$ cat src/hdl/ski_consts.svh
// constants of the serial, keyboard and interrupt register block
`ifndef SKI_CONSTS_SVH
`define SKI_CONSTS_SVH

// ***********************************
// register indexes (byte address = 4 * index)
// ***********************************
`define SKI_IDX_RX_BUF     16'hFF00
`define SKI_IDX_KBD_IN     16'hFF01
`define SKI_IDX_IRQ_VEC    16'hFF02
`define SKI_IDX_STATUS     16'hFF03
`define SKI_IDX_COMMAND    16'hFF04
`define SKI_IDX_RATE       16'hFF05
`define SKI_IDX_TX_DATA    16'hFF06
`define SKI_IDX_KBD_OUT    16'hFF07
`define SKI_IDX_IRQ_MASK   16'hFF08

// ***********************************
// field positions
// ***********************************
`define SKI_RATE_ONE_STOP  7
`define SKI_MASK_RX_BIT    0
`define SKI_MASK_TX_BIT    1
`define SKI_KBD_AUX_BIT    7

// ***********************************
// rate codes, low seven bits, one-hot
// ***********************************
`define SKI_RATE_110       7'h01
`define SKI_RATE_150       7'h02
`define SKI_RATE_300       7'h04
`define SKI_RATE_1200      7'h08
`define SKI_RATE_2400      7'h10
`define SKI_RATE_4800      7'h20
`define SKI_RATE_9600      7'h40

// ***********************************
// reset values and vectors
// ***********************************
`define SKI_RST_RATE       8'hC0
`define SKI_RST_COMMAND    8'h00
`define SKI_RST_MASK       8'h00
`define SKI_RST_KBD_OUT    8'h00
`define SKI_VEC_RX         8'h20
`define SKI_VEC_TX         8'h28

// ***********************************
// timing
// ***********************************
`define SKI_CLK_HZ         125000000
`define SKI_OVERSAMPLE     16
`define SKI_BAUD_110       110
`define SKI_BAUD_150       150
`define SKI_BAUD_300       300
`define SKI_BAUD_1200      1200
`define SKI_BAUD_2400      2400
`define SKI_BAUD_4800      4800
`define SKI_BAUD_9600      9600
`define SKI_MID_SAMPLE     4'h7
`define SKI_LAST_SAMPLE    4'hF

`endif

$ cat src/hdl/ski_pkg.sv
// types of the serial, keyboard and interrupt register block
package ski_pkg;

   typedef enum logic [1:0] {
      SKI_TX_IDLE,
      SKI_TX_START,
      SKI_TX_DATA,
      SKI_TX_STOP
   } ski_tx_state_t;

   typedef enum logic [1:0] {
      SKI_RX_IDLE,
      SKI_RX_START,
      SKI_RX_DATA,
      SKI_RX_STOP
   } ski_rx_state_t;

   typedef struct packed {
      logic [2:0] unused;
      logic       tx_ready;
      logic       rx_loaded;
      logic       overrun;
      logic       frame_err;
      logic       zero;
   } ski_status_t;

endpackage

$ cat src/hdl/ski_serial_keyboard_io.sv
// serial port, keyboard ports and interrupt registers behind classic wishbone
// How it works
// - receive buffer read returns the last character received
// - keyboard input read gives matrix data bits 0..6, aux line bit 7
// - keyboard input bit 7 follows the page blanking wired to the aux line
// - status bit 4 is one while the transmitter can take a character
// - receive-loaded status flag sets when a full character lands in the buffer
// - overrun flag sets when a character arrives before the last was read
// - status bit 1 flags framing error, set by a break on the input
// - rate register one-hot code in bits 0..6 selects the bit rate
// - rate bit 7 clear gives two stop bits, set gives one
// - keyboard output writes drive the scan lines; reads return nothing
// - receive-ready and transmit-ready raise interrupts vectored to 20h and 28h
// - output halts between characters while terminal-ready is low
//
// Implementation choice: the Wishbone interface to the registers.
`timescale 1ns/1ps
`include "ski_consts.svh"

module ski_serial_keyboard_io #(
   parameter int DIV_110  = `SKI_CLK_HZ / (`SKI_BAUD_110  * `SKI_OVERSAMPLE),
   parameter int DIV_150  = `SKI_CLK_HZ / (`SKI_BAUD_150  * `SKI_OVERSAMPLE),
   parameter int DIV_300  = `SKI_CLK_HZ / (`SKI_BAUD_300  * `SKI_OVERSAMPLE),
   parameter int DIV_1200 = `SKI_CLK_HZ / (`SKI_BAUD_1200 * `SKI_OVERSAMPLE),
   parameter int DIV_2400 = `SKI_CLK_HZ / (`SKI_BAUD_2400 * `SKI_OVERSAMPLE),
   parameter int DIV_4800 = `SKI_CLK_HZ / (`SKI_BAUD_4800 * `SKI_OVERSAMPLE),
   parameter int DIV_9600 = `SKI_CLK_HZ / (`SKI_BAUD_9600 * `SKI_OVERSAMPLE)
) (
   input  wire logic        clk_i,
   input  wire logic        rst_i,
   input  wire logic        wb_cyc_i,
   input  wire logic        wb_stb_i,
   input  wire logic        wb_we_i,
   input  wire logic [17:0] wb_adr_i,
   input  wire logic [3:0]  wb_sel_i,
   input  wire logic [31:0] wb_dat_i,
   output logic      [31:0] wb_dat_o,
   output logic             wb_ack_o,
   input  wire logic        serial_rx_i,
   output logic             serial_tx_o,
   input  wire logic        term_ready_i,
   input  wire logic [6:0]  kbd_cols_i,
   input  wire logic        aux_bus_input_line_i,
   output logic      [7:0]  kbd_rows_o,
   output logic             irq_o
);
   import ski_pkg::*;

   // ***********************************
   // pin synchronisers
   // ***********************************
   logic [9:0] sync1_r;
   logic [9:0] sync2_r;
   logic       rx_s;
   logic       dtr_s;
   logic [7:0] kbd_s;

   always_ff @(posedge clk_i) begin
      if (rst_i) begin
         sync1_r <= 10'h3FF;
         sync2_r <= 10'h3FF;
      end else begin
         sync1_r <= {aux_bus_input_line_i, kbd_cols_i, term_ready_i, serial_rx_i};
         sync2_r <= sync1_r;
      end
   end

   assign rx_s  = sync2_r[0];
   assign dtr_s = sync2_r[1];
   assign kbd_s = sync2_r[9:2];

   // ***********************************
   // bus decode
   // ***********************************
   logic [15:0] idx;
   logic        acc;
   logic        wr_lo;
   logic        rd_rxbuf;
   logic        wr_txdata;

   assign idx       = wb_adr_i[17:2];
   assign acc       = wb_cyc_i & wb_stb_i & ~wb_ack_o;
   assign wr_lo     = acc & wb_we_i & wb_sel_i[0];
   assign rd_rxbuf  = acc & ~wb_we_i & (idx == `SKI_IDX_RX_BUF);
   assign wr_txdata = wr_lo & (idx == `SKI_IDX_TX_DATA);

   // ***********************************
   // bit rate tick
   // ***********************************
   logic [7:0]  rate_r;
   logic [16:0] div_sel;
   logic [16:0] tick_cnt_r;
   logic [16:0] tick_cnt_nxt;
   logic        tick_r;
   logic        tick_nxt;

   always_comb begin
      case (rate_r[6:0])
         `SKI_RATE_110:  div_sel = 17'(DIV_110);
         `SKI_RATE_150:  div_sel = 17'(DIV_150);
         `SKI_RATE_300:  div_sel = 17'(DIV_300);
         `SKI_RATE_1200: div_sel = 17'(DIV_1200);
         `SKI_RATE_2400: div_sel = 17'(DIV_2400);
         `SKI_RATE_4800: div_sel = 17'(DIV_4800);
         // codes outside the table fall back to the fastest rate
         default:        div_sel = 17'(DIV_9600);
      endcase
      tick_nxt     = 1'b0;
      tick_cnt_nxt = tick_cnt_r + 17'h00001;
      if (tick_cnt_r >= div_sel - 17'h00001) begin
         tick_cnt_nxt = 17'h00000;
         tick_nxt     = 1'b1;
      end
   end

   always_ff @(posedge clk_i) begin
      if (rst_i) begin
         tick_cnt_r <= 17'h00000;
         tick_r     <= 1'b0;
      end else begin
         tick_cnt_r <= tick_cnt_nxt;
         tick_r     <= tick_nxt;
      end
   end

   // ***********************************
   // receiver
   // ***********************************
   ski_rx_state_t rx_st_r;
   ski_rx_state_t rx_st_nxt;
   logic [3:0]    rx_smp_r;
   logic [3:0]    rx_smp_nxt;
   logic [2:0]    rx_bit_r;
   logic [2:0]    rx_bit_nxt;
   logic [7:0]    rx_sh_r;
   logic [7:0]    rx_sh_nxt;
   logic          rx_done;
   logic          rx_bad;
   logic          rx_hi_r;
   logic          rx_hi_nxt;

   always_comb begin
      rx_st_nxt  = rx_st_r;
      rx_smp_nxt = rx_smp_r;
      rx_bit_nxt = rx_bit_r;
      rx_sh_nxt  = rx_sh_r;
      rx_done    = 1'b0;
      rx_bad     = 1'b0;
      rx_hi_nxt  = rx_hi_r;
      if (tick_r) begin
         rx_smp_nxt = rx_smp_r + 4'h1;
         rx_hi_nxt  = rx_s;
         case (rx_st_r)
            SKI_RX_IDLE: begin
               rx_smp_nxt = 4'h0;
               // a break must see the line high again before a new start counts
               if (!rx_s && rx_hi_r) begin
                  rx_st_nxt = SKI_RX_START;
               end
            end
            SKI_RX_START: begin
               // recheck at mid bit so a glitch does not start a frame
               if (rx_smp_r == `SKI_MID_SAMPLE) begin
                  rx_smp_nxt = 4'h0;
                  rx_bit_nxt = 3'h0;
                  rx_st_nxt  = rx_s ? SKI_RX_IDLE : SKI_RX_DATA;
               end
            end
            SKI_RX_DATA: begin
               if (rx_smp_r == `SKI_LAST_SAMPLE) begin
                  rx_sh_nxt  = {rx_s, rx_sh_r[7:1]};
                  rx_bit_nxt = rx_bit_r + 3'h1;
                  if (rx_bit_r == 3'h7) begin
                     rx_st_nxt = SKI_RX_STOP;
                  end
               end
            end
            SKI_RX_STOP: begin
               if (rx_smp_r == `SKI_LAST_SAMPLE) begin
                  rx_done   = 1'b1;
                  rx_bad    = ~rx_s;
                  rx_st_nxt = SKI_RX_IDLE;
               end
            end
            default: rx_st_nxt = SKI_RX_IDLE;
         endcase
      end
   end

   always_ff @(posedge clk_i) begin
      if (rst_i) begin
         rx_st_r  <= SKI_RX_IDLE;
         rx_smp_r <= 4'h0;
         rx_bit_r <= 3'h0;
         rx_sh_r  <= 8'h00;
         rx_hi_r  <= 1'b1;
      end else begin
         rx_st_r  <= rx_st_nxt;
         rx_smp_r <= rx_smp_nxt;
         rx_bit_r <= rx_bit_nxt;
         rx_sh_r  <= rx_sh_nxt;
         rx_hi_r  <= rx_hi_nxt;
      end
   end

   // ***********************************
   // transmitter
   // ***********************************
   ski_tx_state_t tx_st_r;
   ski_tx_state_t tx_st_nxt;
   logic [3:0]    tx_smp_r;
   logic [3:0]    tx_smp_nxt;
   logic [2:0]    tx_bit_r;
   logic [2:0]    tx_bit_nxt;
   logic [7:0]    tx_sh_r;
   logic [7:0]    tx_sh_nxt;
   logic          tx_pend_r;
   logic          tx_pend_nxt;
   logic          tx_stop2_r;
   logic          tx_stop2_nxt;
   logic          tx_line_nxt;

   always_comb begin
      tx_st_nxt    = tx_st_r;
      tx_smp_nxt   = tx_smp_r;
      tx_bit_nxt   = tx_bit_r;
      tx_sh_nxt    = tx_sh_r;
      tx_pend_nxt  = tx_pend_r;
      tx_stop2_nxt = tx_stop2_r;
      if (wr_txdata && !tx_pend_r) begin
         tx_sh_nxt   = wb_dat_i[7:0];
         tx_pend_nxt = 1'b1;
      end
      if (tick_r) begin
         tx_smp_nxt = tx_smp_r + 4'h1;
         case (tx_st_r)
            SKI_TX_IDLE: begin
               tx_smp_nxt = 4'h0;
               // only start on a sample tick, held off by terminal-ready
               if (tx_pend_r && dtr_s) begin
                  tx_st_nxt    = SKI_TX_START;
                  tx_stop2_nxt = ~rate_r[`SKI_RATE_ONE_STOP];
               end
            end
            SKI_TX_START: begin
               if (tx_smp_r == `SKI_LAST_SAMPLE) begin
                  tx_bit_nxt = 3'h0;
                  tx_st_nxt  = SKI_TX_DATA;
               end
            end
            SKI_TX_DATA: begin
               if (tx_smp_r == `SKI_LAST_SAMPLE) begin
                  tx_sh_nxt  = {1'b1, tx_sh_r[7:1]};
                  tx_bit_nxt = tx_bit_r + 3'h1;
                  if (tx_bit_r == 3'h7) begin
                     tx_st_nxt = SKI_TX_STOP;
                  end
               end
            end
            SKI_TX_STOP: begin
               if (tx_smp_r == `SKI_LAST_SAMPLE) begin
                  if (tx_stop2_r) begin
                     tx_stop2_nxt = 1'b0;
                  end else begin
                     tx_st_nxt   = SKI_TX_IDLE;
                     tx_pend_nxt = 1'b0;
                  end
               end
            end
            default: tx_st_nxt = SKI_TX_IDLE;
         endcase
      end
      case (tx_st_nxt)
         SKI_TX_START: tx_line_nxt = 1'b0;
         SKI_TX_DATA:  tx_line_nxt = tx_sh_nxt[0];
         default:      tx_line_nxt = 1'b1;
      endcase
   end

   always_ff @(posedge clk_i) begin
      if (rst_i) begin
         tx_st_r     <= SKI_TX_IDLE;
         tx_smp_r    <= 4'h0;
         tx_bit_r    <= 3'h0;
         tx_sh_r     <= 8'h00;
         tx_pend_r   <= 1'b0;
         tx_stop2_r  <= 1'b0;
         serial_tx_o <= 1'b1;
      end else begin
         tx_st_r     <= tx_st_nxt;
         tx_smp_r    <= tx_smp_nxt;
         tx_bit_r    <= tx_bit_nxt;
         tx_sh_r     <= tx_sh_nxt;
         tx_pend_r   <= tx_pend_nxt;
         tx_stop2_r  <= tx_stop2_nxt;
         serial_tx_o <= tx_line_nxt;
      end
   end

   // ***********************************
   // registers, status and bus answer
   // ***********************************
   logic [7:0]  rx_buf_r;
   logic [7:0]  rx_buf_nxt;
   ski_status_t st_r;
   ski_status_t st_nxt;
   logic [7:0]  rate_nxt;
   logic [7:0]  cmd_r;
   logic [7:0]  cmd_nxt;
   logic [7:0]  mask_r;
   logic [7:0]  mask_nxt;
   logic [7:0]  rows_nxt;
   logic [7:0]  vec;
   logic        irq_rx;
   logic        irq_tx;
   logic [31:0] rdat;

   assign irq_rx = st_r.rx_loaded & mask_r[`SKI_MASK_RX_BIT];
   assign irq_tx = st_r.tx_ready & mask_r[`SKI_MASK_TX_BIT];
   assign vec    = irq_rx ? `SKI_VEC_RX : `SKI_VEC_TX;

   always_comb begin
      rx_buf_nxt = rx_buf_r;
      st_nxt     = st_r;
      rate_nxt   = rate_r;
      cmd_nxt    = cmd_r;
      mask_nxt   = mask_r;
      rows_nxt   = kbd_rows_o;
      // read clears first so a same-cycle arrival wins
      if (rd_rxbuf) begin
         st_nxt.rx_loaded = 1'b0;
         st_nxt.overrun   = 1'b0;
         st_nxt.frame_err = 1'b0;
      end
      if (rx_done) begin
         rx_buf_nxt       = rx_sh_r;
         st_nxt.rx_loaded = 1'b1;
         st_nxt.overrun   = st_r.rx_loaded & ~rd_rxbuf;
         st_nxt.frame_err = rx_bad;
      end
      st_nxt.tx_ready = ~tx_pend_nxt;
      st_nxt.unused   = 3'h0;
      st_nxt.zero     = 1'b0;
      if (wr_lo) begin
         case (idx)
            `SKI_IDX_RATE:     rate_nxt = wb_dat_i[7:0];
            `SKI_IDX_COMMAND:  cmd_nxt  = wb_dat_i[7:0];
            `SKI_IDX_IRQ_MASK: mask_nxt = wb_dat_i[7:0];
            `SKI_IDX_KBD_OUT:  rows_nxt = wb_dat_i[7:0];
            default:           rows_nxt = kbd_rows_o;
         endcase
      end
      case (idx)
         `SKI_IDX_RX_BUF:   rdat = {24'h000000, rx_buf_r};
         `SKI_IDX_KBD_IN:   rdat = {24'h000000, kbd_s};
         `SKI_IDX_IRQ_VEC:  rdat = {24'h000000, vec};
         `SKI_IDX_STATUS:   rdat = {24'h000000, st_r};
         `SKI_IDX_COMMAND:  rdat = {24'h000000, cmd_r};
         `SKI_IDX_IRQ_MASK: rdat = {24'h000000, mask_r};
         default:           rdat = 32'h00000000;
      endcase
   end

   always_ff @(posedge clk_i) begin
      if (rst_i) begin
         rx_buf_r   <= 8'h00;
         st_r       <= '0;
         rate_r     <= `SKI_RST_RATE;
         cmd_r      <= `SKI_RST_COMMAND;
         mask_r     <= `SKI_RST_MASK;
         kbd_rows_o <= `SKI_RST_KBD_OUT;
         wb_ack_o   <= 1'b0;
         wb_dat_o   <= 32'h00000000;
         irq_o      <= 1'b0;
      end else begin
         rx_buf_r   <= rx_buf_nxt;
         st_r       <= st_nxt;
         rate_r     <= rate_nxt;
         cmd_r      <= cmd_nxt;
         mask_r     <= mask_nxt;
         kbd_rows_o <= rows_nxt;
         wb_ack_o   <= acc;
         wb_dat_o   <= (acc && !wb_we_i) ? rdat : 32'h00000000;
         irq_o      <= irq_rx | irq_tx;
      end
   end

   // ***********************************
   // assertions
   // ***********************************
   a_rx_load_flag: assert property (
      @(posedge clk_i) disable iff (rst_i)
      rx_done |=> st_r.rx_loaded && (rx_buf_r == $past(rx_sh_r)))
      else $error("received character not loaded");

   a_overrun_set: assert property (
      @(posedge clk_i) disable iff (rst_i)
      rx_done && st_r.rx_loaded && !rd_rxbuf |=> st_r.overrun)
      else $error("overrun not flagged");

   a_read_clears: assert property (
      @(posedge clk_i) disable iff (rst_i)
      rd_rxbuf && !rx_done |=> !st_r.rx_loaded && !st_r.overrun)
      else $error("buffer read left flag set");

   a_frame_break: assert property (
      @(posedge clk_i) disable iff (rst_i)
      rx_done && !rx_s |=> st_r.frame_err)
      else $error("break not flagged as frame error");

   a_ready_drops: assert property (
      @(posedge clk_i) disable iff (rst_i)
      wr_txdata && st_r.tx_ready |=> !st_r.tx_ready ##1 !st_r.tx_ready)
      else $error("ready stayed high after transmit write");

   a_dtr_hold: assert property (
      @(posedge clk_i) disable iff (rst_i)
      tx_st_r == SKI_TX_IDLE && !dtr_s |=> tx_st_r == SKI_TX_IDLE)
      else $error("transmit started while terminal not ready");

   a_tx_start_low: assert property (
      @(posedge clk_i) disable iff (rst_i)
      tx_st_r == SKI_TX_START |-> !serial_tx_o)
      else $error("start bit not low");

   a_bus_ack: assert property (
      @(posedge clk_i) disable iff (rst_i)
      acc |=> wb_ack_o ##1 !wb_ack_o)
      else $error("ack not a single cycle after request");

   a_kbd_aux: assert property (
      @(posedge clk_i) disable iff (rst_i)
      acc && !wb_we_i && idx == `SKI_IDX_KBD_IN |=> wb_dat_o[7] == $past(kbd_s[7]))
      else $error("keyboard bit 7 not the aux line");

   a_irq_rx: assert property (
      @(posedge clk_i) disable iff (rst_i)
      st_r.rx_loaded && mask_r[0] |=> irq_o)
      else $error("receive interrupt missing");

endmodule

$ cat config.mk
export PLATFORM = sky130hd
export DESIGN_NAME = ski_serial_keyboard_io
export DESIGN_NICKNAME = d
export VERILOG_FILES = /design/src/hdl/ski_pkg.sv /design/src/hdl/ski_serial_keyboard_io.sv
export VERILOG_INCLUDE_DIRS = /design/src /design/src/hdl
export SDC_FILE = /design/constraint.sdc
export NUM_CORES = 1
export LEC_CHECK = 0
export BUFFER_PORTS_ARGS = -buffer_cell sky130_fd_sc_hd__buf_2
export CAP_MARGIN = 20
export CORE_MARGIN = 2
export CORE_UTILIZATION = 45
export CTS_CLUSTER_DIAMETER = 120
export DETAILED_ROUTE_END_ITERATION = 8
export GPL_TIMING_DRIVEN = 0
export PLACE_DENSITY = 0.69
export RECOVER_POWER = 50
export SYNTH_ARGS = -nofsm -noshare
export SYNTH_HDL_FRONTEND = slang
export SYNTH_SLANG_ARGS = --single-unit
$ cat constraint.sdc
create_clock -name clk_i -period 2.95 [get_ports clk_i]
set_input_delay 0.7375 -clock clk_i [delete_from_list [all_inputs] [get_ports clk_i]]
set_output_delay 0.7375 -clock clk_i [all_outputs]
set_load 0.05 [all_outputs]
==> flow_summary.yaml <==
run_status:
  status: "finished with violations"
  violations: "setup timing"
synth:
  syn_inst: 705
  yosys_warnings: 0
  synth_area_um2: 6380
  ys_ff_latch: 130
  synth_ff_type: "dfxtp_1"
  ys_seq_area_share_pct: 40.8
  async_reset_ff_share_pct: 0
  synth_edf_count: 0
  syn_avg_cell_area_um2: 9.05
  synth_cell_type_count: 64
routing:
  drt_iter0_markers: 401
  drc: 0
  vias_per_cell: 5.36
  antenna_left: 0
  routedWlPerCell_um: 15.5
  m1WireLength_mm: 7.14
  wl_met2_mm: 7.52
  first_pass_iters: 5
  wl_met3_um: 967
  wirelength_mm: 15.8
  vias: 5441
  top_layer: "met4"
floorplanning:
  initial_core_util_pct: 45.9
  die_h_um: 123
  num_rows: 43
  die_x_um: 123
  fp.dieArea_um2: 15100
  ios: 112
  core_um2: 13900
sta:
  rsz0062_at_grt: "yes"
  finalWorstSetupSlack_ps: -4.08
  fin_crit_sh_pct: 100
  tns_ps: -4.24
  finalMaxSlewViolations: 0
  worst_slew_pin_slew_ps: 809
  fin_crit_ps: 2950
  hold_violations: 0
  skew_ps: 6.83
  fmax_mhz: 339
  setup_viol: 2
  slew_headroom_pct: 45.8
clock_network:
  clock-root-buffer: "clkbuf_16"
  clk_pin_slew_worst_paths_ps: 60
  cts_inserted_buffers: 17
  htreeDepth: 4
  numClockSinks: 130
  clk_latency_ps: 420
  ctsHoldBuffers: 0
  max-clock-path-buffers: 2
  cts_tree: "done"
cells_and_area:
  nNetsFinal: 920
  reg.largest.list: "tick_cnt_r: 17 flops, sync1_r: 10 flops, sync2_r: 10 flops"
  layout-drive-gt1-share_pct: 23.6
  num_antenna_cells: 0
  synthToLayoutAreaGrowth_pct: 25.4
  final_common_cell: "dfxtp_1"
  final_area_um2: 8000
  largest_reg_flops: 17
  final_cell_mix: "124 x dfxtp_1, 82 x nor2_1, 56 x mux2i_1"
  largest_register: "tick_cnt_r"
critical_path:
  cpPeakStageDelay_ps: 360
  r2r_start: "rate_r[5]$_SDFFE_PP0P_"
  path_class: "flop to flop"
  crit_start: "rate_r[5]$_SDFFE_PP0P_"
  worstSetupEndpoint: "tick_cnt_r[3]$_SDFF_PP0_"
  r2r_cells: 14
  r2r-end: "tick_cnt_r[3]$_SDFF_PP0_"
  cpMaxStageDelayCell: "dfxtp_4"
  rrSetupSlack_ps: -4
  crit_arrival_ps: 3280
  critPathBufInv: 2
  end_kind: "flop"
  crit_path_max_fanout: 8
  start_kind: "flop"
  cp_top_family: "compound AO/OA/AOI/OAI gates"
  crit_path_cell_trace: "buf_8 > o21a_1 > a211oi_2 > o21ai_2 > and2_4 > ha_4 > a32o_2 > ha_4 > a21oi_2 > nor4_2 > a211oi_2 > o21ai_4 > buf_6 > nor4_1"
  worstSetupPathDepth: 14
  worstPathRequired_ps: 3280
grt:
  first_global_vias: 4771
  grt_max_degree: 17
  grt_pass1_wl_mm: 24.4
  globalRoute.totalOverflow: 0
  antenna_found_initial: 0
  grt_usage_pct: 20.9
power_and_ir_drop:
  power_density_nw_per_um2: 530
  p_total_mw: 4.24
  ir_drop_v: 0.000481
  leakagePower_nw: 3.43
placed_design:
  globalplace.congestion: 0.871
  dpl_cell_area_um2: 7020
  portBuffers: 58
  hpwl_mm: 10.7
job:
  cap_viol_max_count: 0
hold_path:
  hold_path_class: "flop to flop"
worst min path at each step:
stage	startpoint	slack, ps	cells past startpoint	endpoint
after CTS	sync1_r[7]$_SDFF_PP1_	410	1	sync2_r[7]$_SDFF_PP1_
after global placement	sync1_r[0]$_SDFF_PP1_	390	1	sync2_r[0]$_SDFF_PP1_
after floorplan	sync1_r[0]$_SDFF_PP1_	390	1	sync2_r[0]$_SDFF_PP1_
after detailed placement	sync1_r[5]$_SDFF_PP1_	400	1	sync2_r[5]$_SDFF_PP1_
final	sync1_r[7]$_SDFF_PP1_	410	1	sync2_r[7]$_SDFF_PP1_
after global routing	sync1_r[7]$_SDFF_PP1_	430	1	sync2_r[7]$_SDFF_PP1_
cell usage after synthesis (all sizes together) (5+ instances only):
library cell,n,area (µm²)
a211oi,9,67.6
a21o,8,60.1
a21oi,35,175
a22oi,6,45.0
and2,10,65.1
and3,11,68.8
buf,29,211
clkbuf,29,109
dfxtp,130,2600
ha,29,363
inv,17,63.8
mux2i,56,561
nand2,49,199
nand2b,5,31.3
nand3,23,120
nand4,11,75.1
nor2,83,312
nor2b,12,75.1
nor3,12,71.3
nor4,21,161
o21ai,20,100
or2,23,144
xnor2,16,140
xor2,9,78.8
power by group:
part	internal, mW	switching [mW]	leakage, nW
combinational	0.0763	0.161	2.08
clock	1.39	0.830	0.297
sequential	1.77	0.0121	1.06
total	3.23	1.00	3.43
metrics by stage:
stage / hold slack, ps / cells / setup WS, ps / utilization [%]
after floorplan: 389 / 728 / -44.1 / -
after global placement: 394 / 966 / -604 / 50.6
after detailed placement: 398 / 966 / -559 / 50.6
after CTS: 410 / 1002 / -108 / 55.8
after global routing: 425 / 1015 / -106 / 57.6
final: 406 / 1015 / -4.08 / 57.6
worst register-to-register path, cell delays in order (launching register included):
cell      delay (ps)
dfxtp_4          360
buf_8            130
o21a_1           190
a211oi_2         180
o21ai_2           90
and2_4           150
ha_4             160
a32o_2           280
ha_4             240
a21oi_2          150
nor4_2            70
a211oi_2         290
o21ai_4          180
buf_6            170
nor4_1           220
area by class of cell:
| type | count | area (µm²) |
|---|---|---|
| inverter | 17 | 63.8 |
| sequential | 130 | 2620 |
| buffer | 55 | 357 |
| timing repair buffer | 78 | 423 |
| clock buffer | 19 | 453 |
| fill | 1232 | 5890 |
| clock inverter | 13 | 174 |
| multi-input combinational | 523 | 3680 |
| tap | 180 | 225 |
routing by layer:
layer / GRT usage (%) / vias up
met1: 28.1 / 2570
met5: 0 / -
met4: 5.61 / 0
li1: - / 2674
met3: 5.81 / 25
met2: 33.2 / 172
cells by family after synthesis:
kind of cell,share of synthesized area (%)
multiplexers,9.32
XOR/XNOR,3.43
flip-flops,40.8
other,0.0588
adder cells (fa/ha/maj),5.69
AND/OR/NAND/NOR,23.7
AO/OA/AOI/OAI,10.9
buffers and inverters,6.02
timing repair:
item / CTS / global route
pin swaps: 8 / 17
setup buffers: 5 / 14
endpoints found under the setup margin: 18 / 18
resized for setup: 22 / 45
cloned: 1 / 0
Power figures use the tool's default switching activity.
